--- src/hw/analog_ctrl_pkg.sv ---
// Operation
// - Mode bit one selects diode emulation
// - Drive strength one means 1A, zero 2A
// - Bypass bits remove dead time per edge
// - Sense pull-down and pull-up enables
// - Arm undervoltage and overvoltage accelerators
// - Armed fault forces both gates low
// - Overvoltage comparator off ignores threshold
// - Undervoltage comparator off ignores threshold
// - Measure start reads zero when idle
// - Four block enables switch their circuitry
// - Driver disable resets one, gates low
// - Separate high and low driver disables
// - Bits six and five read zero
// - Bench enable routes buffer to pin
// - Three-bit system role encoding
// - Five-bit buffer source select
`default_nettype none
package analog_ctrl_pkg;
  // ==========================================
  // Register map (word aligned byte addresses)
  localparam logic [3:0] ADDR_PERIPH_EN  = 4'h0;
  localparam logic [3:0] ADDR_BLOCK_EN   = 4'h4;
  localparam logic [3:0] ADDR_BENCH_TEST = 4'h8;
  localparam logic [3:0] ADDR_BUFFER_MUX = 4'hC;
  localparam logic [7:0] RST_PERIPH_EN   = 8'h00;
  localparam logic [7:0] RST_BLOCK_EN    = 8'h00;
  localparam logic [7:0] RST_BENCH_TEST  = 8'h81;
  localparam logic [7:0] RST_BUFFER_MUX  = 8'h00;
  localparam logic [7:0] MY_WR_MASK   = 8'h9F;
  // ==========================================
  // Field positions
  localparam int PE_MODE = 7;
  localparam int PE_STR  = 6;
  localparam int PE_HBY  = 5;
  localparam int PE_LBY  = 4;
  localparam int PE_PD   = 3;
  localparam int PE_PU   = 2;
  localparam int PE_UVA  = 1;
  localparam int PE_OVA  = 0;
  localparam int BE_OVC  = 7;
  localparam int BE_UVC  = 6;
  localparam int BE_MEAS = 5;
  localparam int BE_SLP  = 4;
  localparam int BE_CUR  = 3;
  localparam int BE_TMP  = 2;
  localparam int BE_EFF  = 1;
  localparam int BE_PATH = 0;
  localparam int BT_HID  = 3;
  localparam int BT_LOD  = 2;
  localparam int BT_BNCH = 1;
  localparam int BT_DRV  = 0;
  localparam int BM_ROLE = 5;
  // ==========================================
  // System roles
  localparam logic [2:0] ROLE_STANDALONE = 3'h0;
  localparam logic [2:0] ROLE_MO_MASTER  = 3'h1;
  localparam logic [2:0] ROLE_MO_SLAVE   = 3'h2;
  localparam logic [2:0] ROLE_MP_MASTER  = 3'h3;
  localparam logic [2:0] ROLE_MP_SLAVE   = 3'h4;
  // Buffer source examples
  localparam logic [4:0] SRC_INDUCTOR    = 5'h00;
  localparam logic [4:0] SRC_BANDGAP     = 5'h03;
  localparam logic [4:0] SRC_OVERCURRENT = 5'h1D;
endpackage
`default_nettype wire

--- src/hw/gate_fault_guard.sv ---
`timescale 1ns/1ns
`default_nettype none
module gate_fault_guard (
  input  wire logic clk_i,          // Core clock
  input  wire logic rst_i,          // Sync reset
  input  wire logic high_req_i,     // Raw high-side drive
  input  wire logic low_req_i,      // Raw low-side drive
  input  wire logic uv_fault_i,     // Undervoltage detected
  input  wire logic ov_fault_i,     // Overvoltage detected
  input  wire logic uv_cmp_en_i,    // UV comparator enabled
  input  wire logic ov_cmp_en_i,    // OV comparator enabled
  input  wire logic uv_arm_i,       // UV accelerator armed
  input  wire logic ov_arm_i,       // OV accelerator armed
  input  wire logic all_dis_i,      // Both drivers disabled
  input  wire logic high_dis_i,     // High driver disabled
  input  wire logic low_dis_i,      // Low driver disabled
  output logic      high_gate_o,    // Gated high drive
  output logic      low_gate_o,     // Gated low drive
  output logic      fault_kill_o    // Accelerator tripped
);
  logic uv_hit;
  logic ov_hit;
  logic kill;
  // Disabled comparator contributes nothing
  assign uv_hit = uv_cmp_en_i & uv_fault_i & uv_arm_i;
  assign ov_hit = ov_cmp_en_i & ov_fault_i & ov_arm_i;
  assign kill   = uv_hit | ov_hit;

  always_ff @(posedge clk_i) begin
    if (rst_i) begin
      high_gate_o  <= 1'b0;
      low_gate_o   <= 1'b0;
      fault_kill_o <= 1'b0;
    end else begin
      high_gate_o  <= high_req_i & ~kill & ~all_dis_i & ~high_dis_i;
      low_gate_o   <= low_req_i & ~kill & ~all_dis_i & ~low_dis_i;
      fault_kill_o <= kill;
    end
  end
endmodule
`default_nettype wire

--- src/hw/analog_block_control_regs.sv ---
`timescale 1ns/1ns
`default_nettype none
module analog_block_control_regs (
  input  wire logic        clk_i,                    // 25 MHz core clock
  input  wire logic        rst_i,                    // Sync reset, high
  input  wire logic        cyc_i,                    // Wishbone cycle
  input  wire logic        stb_i,                    // Wishbone strobe
  input  wire logic        we_i,                     // Write enable
  input  wire logic [3:0]  adr_i,                    // Byte address
  input  wire logic [3:0]  sel_i,                    // Byte selects
  input  wire logic [31:0] dat_i,                    // Write data
  output logic [31:0]      dat_o,                    // Read data
  output logic             ack_o,                    // Acknowledge
  input  wire logic        measure_done_i,           // Measurement finished pulse
  input  wire logic        high_drive_req_i,         // PWM high request
  input  wire logic        low_drive_req_i,          // PWM low request
  input  wire logic        undervolt_fault_i,        // UV comparator result
  input  wire logic        overvolt_fault_i,         // OV comparator result
  input  wire logic        debug_pin_normal_i,       // Pin normal function
  input  wire logic        buffer_out_i,             // Buffer output level
  output logic             high_gate_drive_o,        // High-side gate
  output logic             low_gate_drive_o,         // Low-side gate
  output logic             fault_kill_o,             // Accelerator tripped
  output logic             analog_debug_pin_o,       // Debug pin level
  output logic             rectification_mode_sel_o, // 1 diode emulation
  output logic             high_drive_strength_sel_o,// 1 = 1A, 0 = 2A
  output logic             high_dead_time_bypass_o,  // Skip high dead time
  output logic             low_dead_time_bypass_o,   // Skip low dead time
  output logic             neg_sense_pulldown_en_o,  // Neg sense pull-down
  output logic             pos_sense_pullup_en_o,    // Pos sense pull-up
  output logic             undervolt_accel_en_o,     // UV accelerator armed
  output logic             overvolt_accel_en_o,      // OV accelerator armed
  output logic             overvolt_comparator_en_o, // OV comparator on
  output logic             undervolt_comparator_en_o,// UV comparator on
  output logic             efficiency_measure_start_o,// Measurement running
  output logic             slope_comp_bypass_o,      // Slope comp off
  output logic             current_measure_en_o,     // Current sense on
  output logic             temp_sensor_en_o,         // Temp sensor on
  output logic             efficiency_circuit_en_o,  // Efficiency circuit on
  output logic             signal_chain_en_o,        // Voltage path on
  output logic             gate_drivers_disable_o,   // Both drivers off
  output logic             high_driver_disable_o,    // High driver off
  output logic             low_driver_disable_o,     // Low driver off
  output logic             my_test_en_o,          // Bench mode
  output logic [2:0]       system_role_sel_o,        // System role
  output logic [4:0]       buffer_source_sel_o       // Buffer source
);
  // ==========================================
  // Bus slave
  logic [7:0] analog_peripheral_enable;
  logic [7:0] analog_block_enable;
  logic [7:0] my_test_control;
  logic [7:0] buffer_mux_control;
  logic       req;
  logic       wr;
  logic       lane0;
  logic [7:0] wbyte;
  logic [7:0] rbyte;

  assign req   = cyc_i & stb_i & ~ack_o;
  assign wr    = req & we_i & sel_i[0];
  assign lane0 = sel_i[0];
  assign wbyte = dat_i[7:0];

  // One wait state: ack one cycle after request, dropped next cycle
  always_ff @(posedge clk_i) begin
    if (rst_i) begin
      ack_o <= 1'b0;
    end else begin
      ack_o <= req;
    end
  end

  // ==========================================
  // Registers
  always_ff @(posedge clk_i) begin
    if (rst_i) begin
      analog_peripheral_enable <= analog_ctrl_pkg::RST_PERIPH_EN;
    end else if (wr && adr_i == analog_ctrl_pkg::ADDR_PERIPH_EN) begin
      analog_peripheral_enable <= wbyte;
    end
  end

  // Measure start: set by write, cleared when measurement ends; set wins
  always_ff @(posedge clk_i) begin
    if (rst_i) begin
      analog_block_enable <= analog_ctrl_pkg::RST_BLOCK_EN;
    end else if (wr && adr_i == analog_ctrl_pkg::ADDR_BLOCK_EN) begin
      analog_block_enable <= wbyte;
    end else if (measure_done_i) begin
      analog_block_enable[analog_ctrl_pkg::BE_MEAS] <= 1'b0;
    end
  end

  // Unimplemented bits never store
  always_ff @(posedge clk_i) begin
    if (rst_i) begin
      my_test_control <= analog_ctrl_pkg::RST_BENCH_TEST;
    end else if (wr && adr_i == analog_ctrl_pkg::ADDR_BENCH_TEST) begin
      my_test_control <= wbyte & analog_ctrl_pkg::MY_WR_MASK;
    end
  end

  always_ff @(posedge clk_i) begin
    if (rst_i) begin
      buffer_mux_control <= analog_ctrl_pkg::RST_BUFFER_MUX;
    end else if (wr && adr_i == analog_ctrl_pkg::ADDR_BUFFER_MUX) begin
      buffer_mux_control <= wbyte;
    end
  end

  // ==========================================
  // Read path
  always_comb begin
    rbyte = 8'h00;
    case (adr_i)
      analog_ctrl_pkg::ADDR_PERIPH_EN:  rbyte = analog_peripheral_enable;
      analog_ctrl_pkg::ADDR_BLOCK_EN:   rbyte = analog_block_enable;
      analog_ctrl_pkg::ADDR_BENCH_TEST: rbyte = my_test_control;
      analog_ctrl_pkg::ADDR_BUFFER_MUX: rbyte = buffer_mux_control;
      default:                          rbyte = 8'h00;
    endcase
  end

  always_ff @(posedge clk_i) begin
    if (rst_i) begin
      dat_o <= 32'h00000000;
    end else if (req && !we_i && lane0) begin
      dat_o <= {24'h000000, rbyte};
    end else if (req) begin
      dat_o <= 32'h00000000;
    end
  end

  // ==========================================
  // Static control outputs
  assign rectification_mode_sel_o   = analog_peripheral_enable[analog_ctrl_pkg::PE_MODE];
  assign high_drive_strength_sel_o  = analog_peripheral_enable[analog_ctrl_pkg::PE_STR];
  assign high_dead_time_bypass_o    = analog_peripheral_enable[analog_ctrl_pkg::PE_HBY];
  assign low_dead_time_bypass_o     = analog_peripheral_enable[analog_ctrl_pkg::PE_LBY];
  assign neg_sense_pulldown_en_o    = analog_peripheral_enable[analog_ctrl_pkg::PE_PD];
  assign pos_sense_pullup_en_o      = analog_peripheral_enable[analog_ctrl_pkg::PE_PU];
  assign undervolt_accel_en_o       = analog_peripheral_enable[analog_ctrl_pkg::PE_UVA];
  assign overvolt_accel_en_o        = analog_peripheral_enable[analog_ctrl_pkg::PE_OVA];
  assign overvolt_comparator_en_o   = analog_block_enable[analog_ctrl_pkg::BE_OVC];
  assign undervolt_comparator_en_o  = analog_block_enable[analog_ctrl_pkg::BE_UVC];
  assign efficiency_measure_start_o = analog_block_enable[analog_ctrl_pkg::BE_MEAS];
  // Reset leaves slope comp enabled; software is expected to set the bypass
  assign slope_comp_bypass_o        = analog_block_enable[analog_ctrl_pkg::BE_SLP];
  assign current_measure_en_o       = analog_block_enable[analog_ctrl_pkg::BE_CUR];
  assign temp_sensor_en_o           = analog_block_enable[analog_ctrl_pkg::BE_TMP];
  assign efficiency_circuit_en_o    = analog_block_enable[analog_ctrl_pkg::BE_EFF];
  assign signal_chain_en_o          = analog_block_enable[analog_ctrl_pkg::BE_PATH];
  assign gate_drivers_disable_o     = my_test_control[analog_ctrl_pkg::BT_DRV];
  assign high_driver_disable_o      = my_test_control[analog_ctrl_pkg::BT_HID];
  assign low_driver_disable_o       = my_test_control[analog_ctrl_pkg::BT_LOD];
  assign my_test_en_o            = my_test_control[analog_ctrl_pkg::BT_BNCH];
  assign system_role_sel_o          = buffer_mux_control[7:analog_ctrl_pkg::BM_ROLE];
  assign buffer_source_sel_o        = buffer_mux_control[4:0];

  // Offset correction is the measurer's job, not done here
  assign analog_debug_pin_o = my_test_control[analog_ctrl_pkg::BT_BNCH] ?
                              buffer_out_i : debug_pin_normal_i;

  // ==========================================
  // Gate drive protection
  gate_fault_guard u_guard (
    .clk_i        (clk_i),
    .rst_i        (rst_i),
    .high_req_i   (high_drive_req_i),
    .low_req_i    (low_drive_req_i),
    .uv_fault_i   (undervolt_fault_i),
    .ov_fault_i   (overvolt_fault_i),
    .uv_cmp_en_i  (analog_block_enable[analog_ctrl_pkg::BE_UVC]),
    .ov_cmp_en_i  (analog_block_enable[analog_ctrl_pkg::BE_OVC]),
    .uv_arm_i     (analog_peripheral_enable[analog_ctrl_pkg::PE_UVA]),
    .ov_arm_i     (analog_peripheral_enable[analog_ctrl_pkg::PE_OVA]),
    .all_dis_i    (my_test_control[analog_ctrl_pkg::BT_DRV]),
    .high_dis_i   (my_test_control[analog_ctrl_pkg::BT_HID]),
    .low_dis_i    (my_test_control[analog_ctrl_pkg::BT_LOD]),
    .high_gate_o  (high_gate_drive_o),
    .low_gate_o   (low_gate_drive_o),
    .fault_kill_o (fault_kill_o)
  );
endmodule
`default_nettype wire

--- config.mk ---
export PLATFORM = sky130hd
export DESIGN_NAME = analog_block_control_regs
export DESIGN_NICKNAME = d
export VERILOG_FILES = /design/src/hw/analog_ctrl_pkg.sv /design/src/hw/gate_fault_guard.sv /design/src/hw/analog_block_control_regs.sv
export SDC_FILE = /design/constraint.sdc
export NUM_CORES = 1
export LEC_CHECK = 0
export ABC_AREA = 1
export BUFFER_PORTS_ARGS = -buffer_cell sky130_fd_sc_hd__buf_2
export CAP_MARGIN = 0
export CORE_UTILIZATION = 45
export CTS_BUF_LIST = sky130_fd_sc_hd__clkbuf_8
export CTS_CLUSTER_DIAMETER = 30
export DETAILED_ROUTE_END_ITERATION = 7
export GPL_ROUTABILITY_DRIVEN = 1
export PLACE_DENSITY = 0.81
export SLEW_MARGIN = 10
export SYNTH_ARGS = -nofsm -noshare
export SYNTH_HDL_FRONTEND = slang
export SYNTH_SLANG_ARGS = --single-unit
--- constraint.sdc ---
create_clock -name clk_i -period 1.4 [get_ports clk_i]
set_input_delay 0.28 -clock clk_i [delete_from_list [all_inputs] [get_ports clk_i]]
set_output_delay 0.28 -clock clk_i [all_outputs]
set_load 0.01 [all_outputs]
==> results of run 1 <==
[state kept, by name, indices dropped and copies added (netlist names)]
name	flops
u_guard.low_gate_o	1
analog_peripheral_enable	8
buffer_mux_control	8
dat_o	8
analog_block_enable	8
u_guard.high_gate_o	1
my_test_control	6
ack_o	1
u_guard.fault_kill_o	1
[through the flow]
stage,setup TNS (ns),total power [W],hold WS (ns),setup WS (ns),utilization [%]
after global routing,0,0.002477,0.2291,0.001795,59.10
after CTS,0,0.002413,0.2065,0.01027,58.48
final,0,0.002400,0.2106,0.02191,59.10
after detailed placement,-0.6901,0.001450,0.4518,-0.08564,55.59
after floorplan,0,0.001400,0.4061,0.1230,-
after global placement,-0.2945,0.001447,0.4412,-0.05719,55.59
[cell type report]
type | instances | area, µm²
Fill cell | 400 | 1793
Clock buffer | 6 | 82.58
Multi-Input combinational cell | 211 | 1040
Inverter | 15 | 66.31
Tap cell | 52 | 65.06
Timing Repair Buffer | 82 | 465.4
Clock inverter | 1 | 30.03
Sequential cell | 42 | 842.1
[routing by layer]
layer	up-vias	GRT usage, %
li1	1015	-
met1	867	27.44
met2	80	31.94
met3	9	4.506
met4	0	6.667
met5	-	0
[cells in the final DEF (no fill, tap or decap), drive strengths merged]
| cell type | count |
|---|---|
| o21ai | 34 |
| nor2 | 67 |
| inv | 14 |
| nand2 | 36 |
| clkinv | 1 |
| a21oi | 9 |
| clkbuf | 6 |
| mux2 | 1 |
| conb | 24 |
| bufinv | 1 |
| nand4 | 1 |
| buf | 82 |
| o31ai | 1 |
| dfxtp | 42 |
| nor3 | 3 |
| nand3 | 35 |
[how the worst min path moves through the flow]
| stage | from | to | slack (ns) | depth (start not counted) |
|---|---|---|---|---|
| 2_1_floorplan | dat_i[7] | my_test_control[7]$_SDFFE_PP1P_ | 0.41 | 2 |
| 3_3_place_gp | my_test_control[7]$_SDFFE_PP1P_ | my_test_control[7]$_SDFFE_PP1P_ | 0.44 | 2 |
| 3_5_place_dp | dat_o[7]$_SDFFE_PP0P_ | dat_o[7]$_SDFFE_PP0P_ | 0.45 | 2 |
| 4_1_cts | low_drive_req_i | u_guard.low_gate_o$_SDFF_PP0_ | 0.21 | 3 |
| 5_1_grt | low_drive_req_i | u_guard.low_gate_o$_SDFF_PP0_ | 0.23 | 3 |
| 6_report | low_drive_req_i | u_guard.low_gate_o$_SDFF_PP0_ | 0.21 | 3 |
[power groups by stage]
stage                     Sequential [W]  Combinational [W]  Clock [W]
after CTS                        0.00120           0.000223   0.000989
after global routing             0.00120           0.000251    0.00102
after floorplan                  0.00123           0.000168          0
after detailed placement         0.00123           0.000220          0
after global placement           0.00123           0.000217          0
final                            0.00120           0.000227   0.000972
[worst max-delay path, delay by kind of cell (launching register included)]
family	cells	cell delay, ns
buffers and inverters	1	0.14
DFF	1	0.35
muxes	1	0.32
[what timing repair did]
action | CTS | global route
gates cloned | 0 | 0
gates resized for setup | 2 | 1
setup endpoints to repair | 15 | 19
setup buffers | 1 | 3
hold endpoints to repair | 0 | 0
pin swaps | 0 | 2
[cell families after synthesis]
logic type	count (synthesis)	synth area share (%)
flip-flops	42	40.63
other	1	0.1812
AND/OR/NAND/NOR	142	34.10
buffers and inverters	47	13.79
multiplexers	1	0.5441
AO/OA/AOI/OAI	44	10.76
==> summary.md, run 1 <==
| Metric | Value |
|---|---|
| Outcome | completed |
| Clock buffer depth | 2 |
| Final Non-Filler Cells | 409 |
| Switching share of power | 23.04% |
| R2R Setup Slk | 0.11 ns |
| Crit path cell chain | mux2_2 > buf_2 |
| Number of diodes | 0 |
| Pwr per Cell Area | 926.2 nW/µm² |
| Max-cap violations | 0 |
| Io pins | 117 |
| Gate count after technology mapping | 277 |
| Clock network power share | 40.5% |
| Port Buf Inserts | 65 |
| RD Place Congestion | 0.8230 |
| RR Startpoint | ack_o$_SDFF_PP0_ |
| # H-tree levels | 2 |
| Root Buffer | clkbuf_8 |
| Arr. time, crit path | 1.10 ns |
| Initial Utilization | 47.20% |
| Psw | 0.0005531 W |
| Post-Syn Area per Cell | 7.471 µm² |
| Tmin final | 1.378 ns |
| Yosys warnings | 0 |
| P_int | 0.001847 W |
| Sequential fraction of the synthesis area | 40.63% |
| Worst hold path type | input pin to flip-flop |
| Static Leakage | 1.335 nW |
| Vias per Instance | 4.819 |
| P&R area growth vs syn | 25.21% |
| Final wirelength | 4788 µm |
| Hold Fails Final Rpt | 0 |
| Layout cells sized above 1 | 34.45% |
| Slew Viols, Final | 0 |
| First-pass GRT wire length | 7852 µm |
| Met3 WL post-DR | 322 µm |
| Crit Path Max Fanout | 2 |
| DRC | 0 |
| Top layer in use | met4 |
| DR vias | 1971 |
| Die height | 69.82 µm |
| Sequential cell fraction of total power | 50.1% |
| Combinational share of power | 9.5% |
| Post-placement cell area | 2437 µm² |
| Chip width | 69.82 µm |
| Critical path endpoint category | output pin |
| Synth cell types | 25 |
| Die ar. | 4874 µm² |
| Max stage delay on crit path | 0.35 ns |
| FF-to-FF End | my_test_control[1]$_SDFFE_PP0P_ |
| Setup crit start | my_test_control[1]$_SDFFE_PP0P_ |
| Critical Path Sink | analog_debug_pin_o |
| Final Cycle Share | 98.43% |
| CP Class | flip-flop to output pin |
| Met1 Routed Length | 2192 µm |
| Placed cells | 398 |
| CTS tree | built |
| WL met2 | 2216 µm |
| Worst Reg-to-Reg Cells | 8 |
| Final nets | 409 |
| Core ar. | 4384 µm² |
| Netlist Area Pre-Place | 2069 µm² |
| Worst skew pair latency | 0.29 ns |
| Async SR Flop Fraction | 0% |
| Vias in the first global route | 1649 |
| #FFs+latches synth | 42 |
| Most frequent cells after synthesis | nor2_1, dfxtp_1, nand3_1, o21ai_1, nand2_1 |
| Reg clk slew, reported paths | 0.08 ns |
| Routed len/inst | 11.71 µm |
| Setup Viol. Count Final | 0 |
| Final Skew | 0.003521 ns |
| Dpl hpwl | 3588 µm |
| Worst VDD drop | 0.8659 mV |
| Synth top area cells | dfxtp_1, nor2_1, buf_4 |
| Element type at the critical path start | flip-flop |
| Fin area | 2591 µm² |
| Clk sinks | 42 |
| Post-synth top area share | 40.63% |
| DRT Pass-1 Iters | 4 |
| Cts bufs inserted | 5 |
| Row count | 24 |
| Hold buffer count at CTS | 0 |
| Top_reg_cell synth | dfxtp_1 |
| Iter 0 DRT Violations | 118 |
| Number of enable flip-flop cells after synthesis | 0 |
| Post-route ant nets | 0 |
| Pin count of the biggest net entering global routing | 31 |
| Initial antenna violation count | 0 |
| Unrepaired setup endpoints after global routing | false |
| Synth area leader | dfxtp_1 |
| Global route overflow | 0 |
| Crit-path slowest cell | dfxtp_2 |
| Fmax | 725.6 MHz |
| Total GRT Usage | 20.27% |
| Top-count cell post-synth | nor2_1 |
| WP data required | 1.12 ns |
No activity file was read; power rests on OpenSTA's default activity.
==> run 2, diff against run 1 <==
- CORE_UTILIZATION: 45 -> 41
- PLACE_DENSITY: 0.81 -> 0.78
- clock period: 1.4 -> 1.15 ns (I/O delays scaled with it)
==> run 2 against run 1 <==
- the run now ends with negative setup slack left
- wire length grew 10%
- die area grew 9.5%
- first-iteration DRC count shrank 49%
- sequential power grew 22%
- global-route usage shrank 0.32 points
- cell area grew 9.6%
- sequential share of layout area shrank 2.7 points
- combinational power grew 44%
- clock power grew 17%
- critical path depth is the same
- critical endpoint unchanged
==> summary.md, run 2 (synthesized netlist as in run 1, its figures left out) <==
| Metric | Value |
|---|---|
| Outcome | finished, violations left |
| Failing checks | negative setup slack |
| Sequential Area | 844.6 µm² (+0.30%) |
| Worst Reg-to-Reg Cells | 8 (unchanged) |
| Arr. time, crit path | 1.07 ns (-0.03 ns) |
| Die height | 73.05 µm (+4.6%) |
| Final wirelength | 5276 µm (+10%) |
| Static Leakage | 1.399 nW (+4.8%) |
| Worst hold path type | input pin to flip-flop |
| Critical path endpoint category | output pin |
| Pin count of the biggest net entering global routing | 31 (unchanged) |
| Critical Path Sink | analog_debug_pin_o |
| Setup Viol. Count Final | 39 (+39) |
| Row count | 25 (+4.2%) |
| Hold Fails Final Rpt | 0 (unchanged) |
| Io pins | 117 (unchanged) |
| DRT Pass-1 Iters | 4 (unchanged) |
| CP Class | flip-flop to output pin |
| Top layer in use | met4 |
| Fmax | 770.9 MHz |
| Element type at the critical path start | flip-flop |
| Pwr per Cell Area | 1031 nW/µm² (+11%) |
| Most common cell after layout, fill and taps aside | buf_2 |
| Vias per Instance | 4.788 (-0.65%) |
| RR Startpoint | ack_o$_SDFF_PP0_ |
| Vias in the first global route | 1763 (+6.9%) |
| Port Buf Inserts | 65 (unchanged) |
| WP data required | 0.92 ns (-0.20 ns) |
| Global route overflow | 0 (unchanged) |
| P&R area growth vs syn | 37.18% |
| CTS tree | built |
| Most frequent cells in the layout | buf_2, nor2_1, dfxtp_1 |
| Crit Path Max Fanout | 2 (unchanged) |
| DR vias | 2054 (+4.2%) |
| Final WS setup | -0.1471 ns (-0.1690 ns) |
| Hold Path Cell Cnt | 3 (unchanged) |
| Chip width | 73.05 µm (+4.6%) |
| R2R Setup Slk | -0.11 ns (-0.22 ns) |
| WL met2 | 2691 µm (+21%) |
| Initial Utilization | 43.24% (-4.0 points) |
| Routed len/inst | 12.30 µm (+5.1%) |
| Total GRT Usage | 19.95% (-0.32 points) |
| Worst skew pair latency | 0.30 ns (about the same) |
| Multi-input gate area | 1172 µm² (+13%) |
| Fin Setup TNS | -2.677 ns (-2.677 ns) |
| Met1 Routed Length | 2250 µm (+2.6%) |
| Layout cells sized above 1 | 42.27% (+7.8 points) |
| Tmin final | 1.297 ns |
| Worst VDD drop | 0.8654 mV (about the same) |
| RD Place Congestion | 0.8438 (+2.5%) |
| Final nets | 413 (+0.98%) |
| Dpl hpwl | 3841 µm (+7.1%) |
| Initial antenna violation count | 0 (unchanged) |
| Number of diodes | 0 (unchanged) |
| # H-tree levels | 2 (unchanged) |
| Root Buffer | clkbuf_8 |
| Clock buffer depth | 2 (unchanged) |
| Clk sinks | 42 (unchanged) |
| Post-route ant nets | 0 (unchanged) |
| Unrepaired setup endpoints after global routing | true |
| Cts bufs inserted | 5 (unchanged) |
| Met3 WL post-DR | 264 µm (-18%) |
| Die ar. | 5336 µm² (+9.5%) |
| First-pass GRT wire length | 8086 µm (+3.0%) |
| Setup crit start | my_test_control[1]$_SDFFE_PP0P_ |
| Max-cap violations | 0 (unchanged) |
| Reg clk slew, reported paths | 0.08 ns (about the same) |
| FF-to-FF End | analog_peripheral_enable[1]$_SDFFE_PP0P_ |
| Slew Viols, Final | 0 (unchanged) |
| Core ar. | 4786 µm² (+9.2%) |
| Pwr Total | 0.002928 W (+22%) |
| Fill cells | 435 (+8.8%) |
| Final Cycle Share | 112.8% |
| Final Skew | 0.01036 ns (+0.006835 ns) |
| DRC | 0 (unchanged) |
| Iter 0 DRT Violations | 60 (-49%) |
## run 2: area by class of cell
type | instances | share of cell area (%)
clock inverter | 3 | 1.322
timing repair buffer | 85 | 19.83
multi-input combinational | 212 | 41.30
tap | 67 | 2.953
clock buffer | 5 | 2.424
sequential | 42 | 29.75
inverter | 15 | 2.424
## run 2: through the flow
stage	worst slack, ns	cell area [µm²]	hold WS (ns)	std cells	util (%)
global route	-0.1812	2839	0.1594	429	59.32
floorplan	-0.03347	2167	0.3458	300	-
CTS	-0.1440	2736	0.1519	426	57.18
finish	-0.1471	2839	0.1519	429	59.32
detailed placement	-0.1279	2547	0.4527	417	53.23
global placement	-0.08144	2547	0.4370	417	53.23
## run 2: timing repair
item / in CTS / in global routing
endpoints found under the setup margin: 36 / 43
pin swaps: 11 / 6
setup buffers: 0 / 3
gates resized for setup: 17 / 22
hold buffers: 0 / 0
gates cloned: 1 / 0
## run 2: routing by layer
metal  vias to the layer above  GRT usage, %
met3                         9         4.834
met1                       948         24.36
met4                         0         6.318
met2                        69         34.36
met5                         -             0
li1                       1028             -
## run 2: worst min path at each step
stage                     slack, ns                         endpoint                            start
after global placement         0.44  my_test_control[7]$_SDFFE_PP1P_  my_test_control[7]$_SDFFE_PP1P_
final                          0.15   u_guard.high_gate_o$_SDFF_PP0_                 high_drive_req_i
after CTS                      0.15   u_guard.high_gate_o$_SDFF_PP0_                 high_drive_req_i
after detailed placement       0.45            dat_o[4]$_SDFFE_PP0P_            dat_o[4]$_SDFFE_PP0P_
after floorplan                0.35  my_test_control[2]$_SDFFE_PP0P_                         dat_i[2]
after global routing           0.16    u_guard.low_gate_o$_SDFF_PP0_                  low_drive_req_i
## run 2: report_power, final
group	switching, W	total (W)	leakage [nW]	internal [W]
Sequential	0.00000471	0.00146	0.339	0.00146
Clock	0.000505	0.00114	0.0607	0.000632
Combinational	0.000208	0.000328	0.999	0.000120
## run 2: critical path, stage by stage, from the launching register on
cell and delay, ns:
dfxtp_2 0.35, mux2_4 0.30, buf_6 0.12
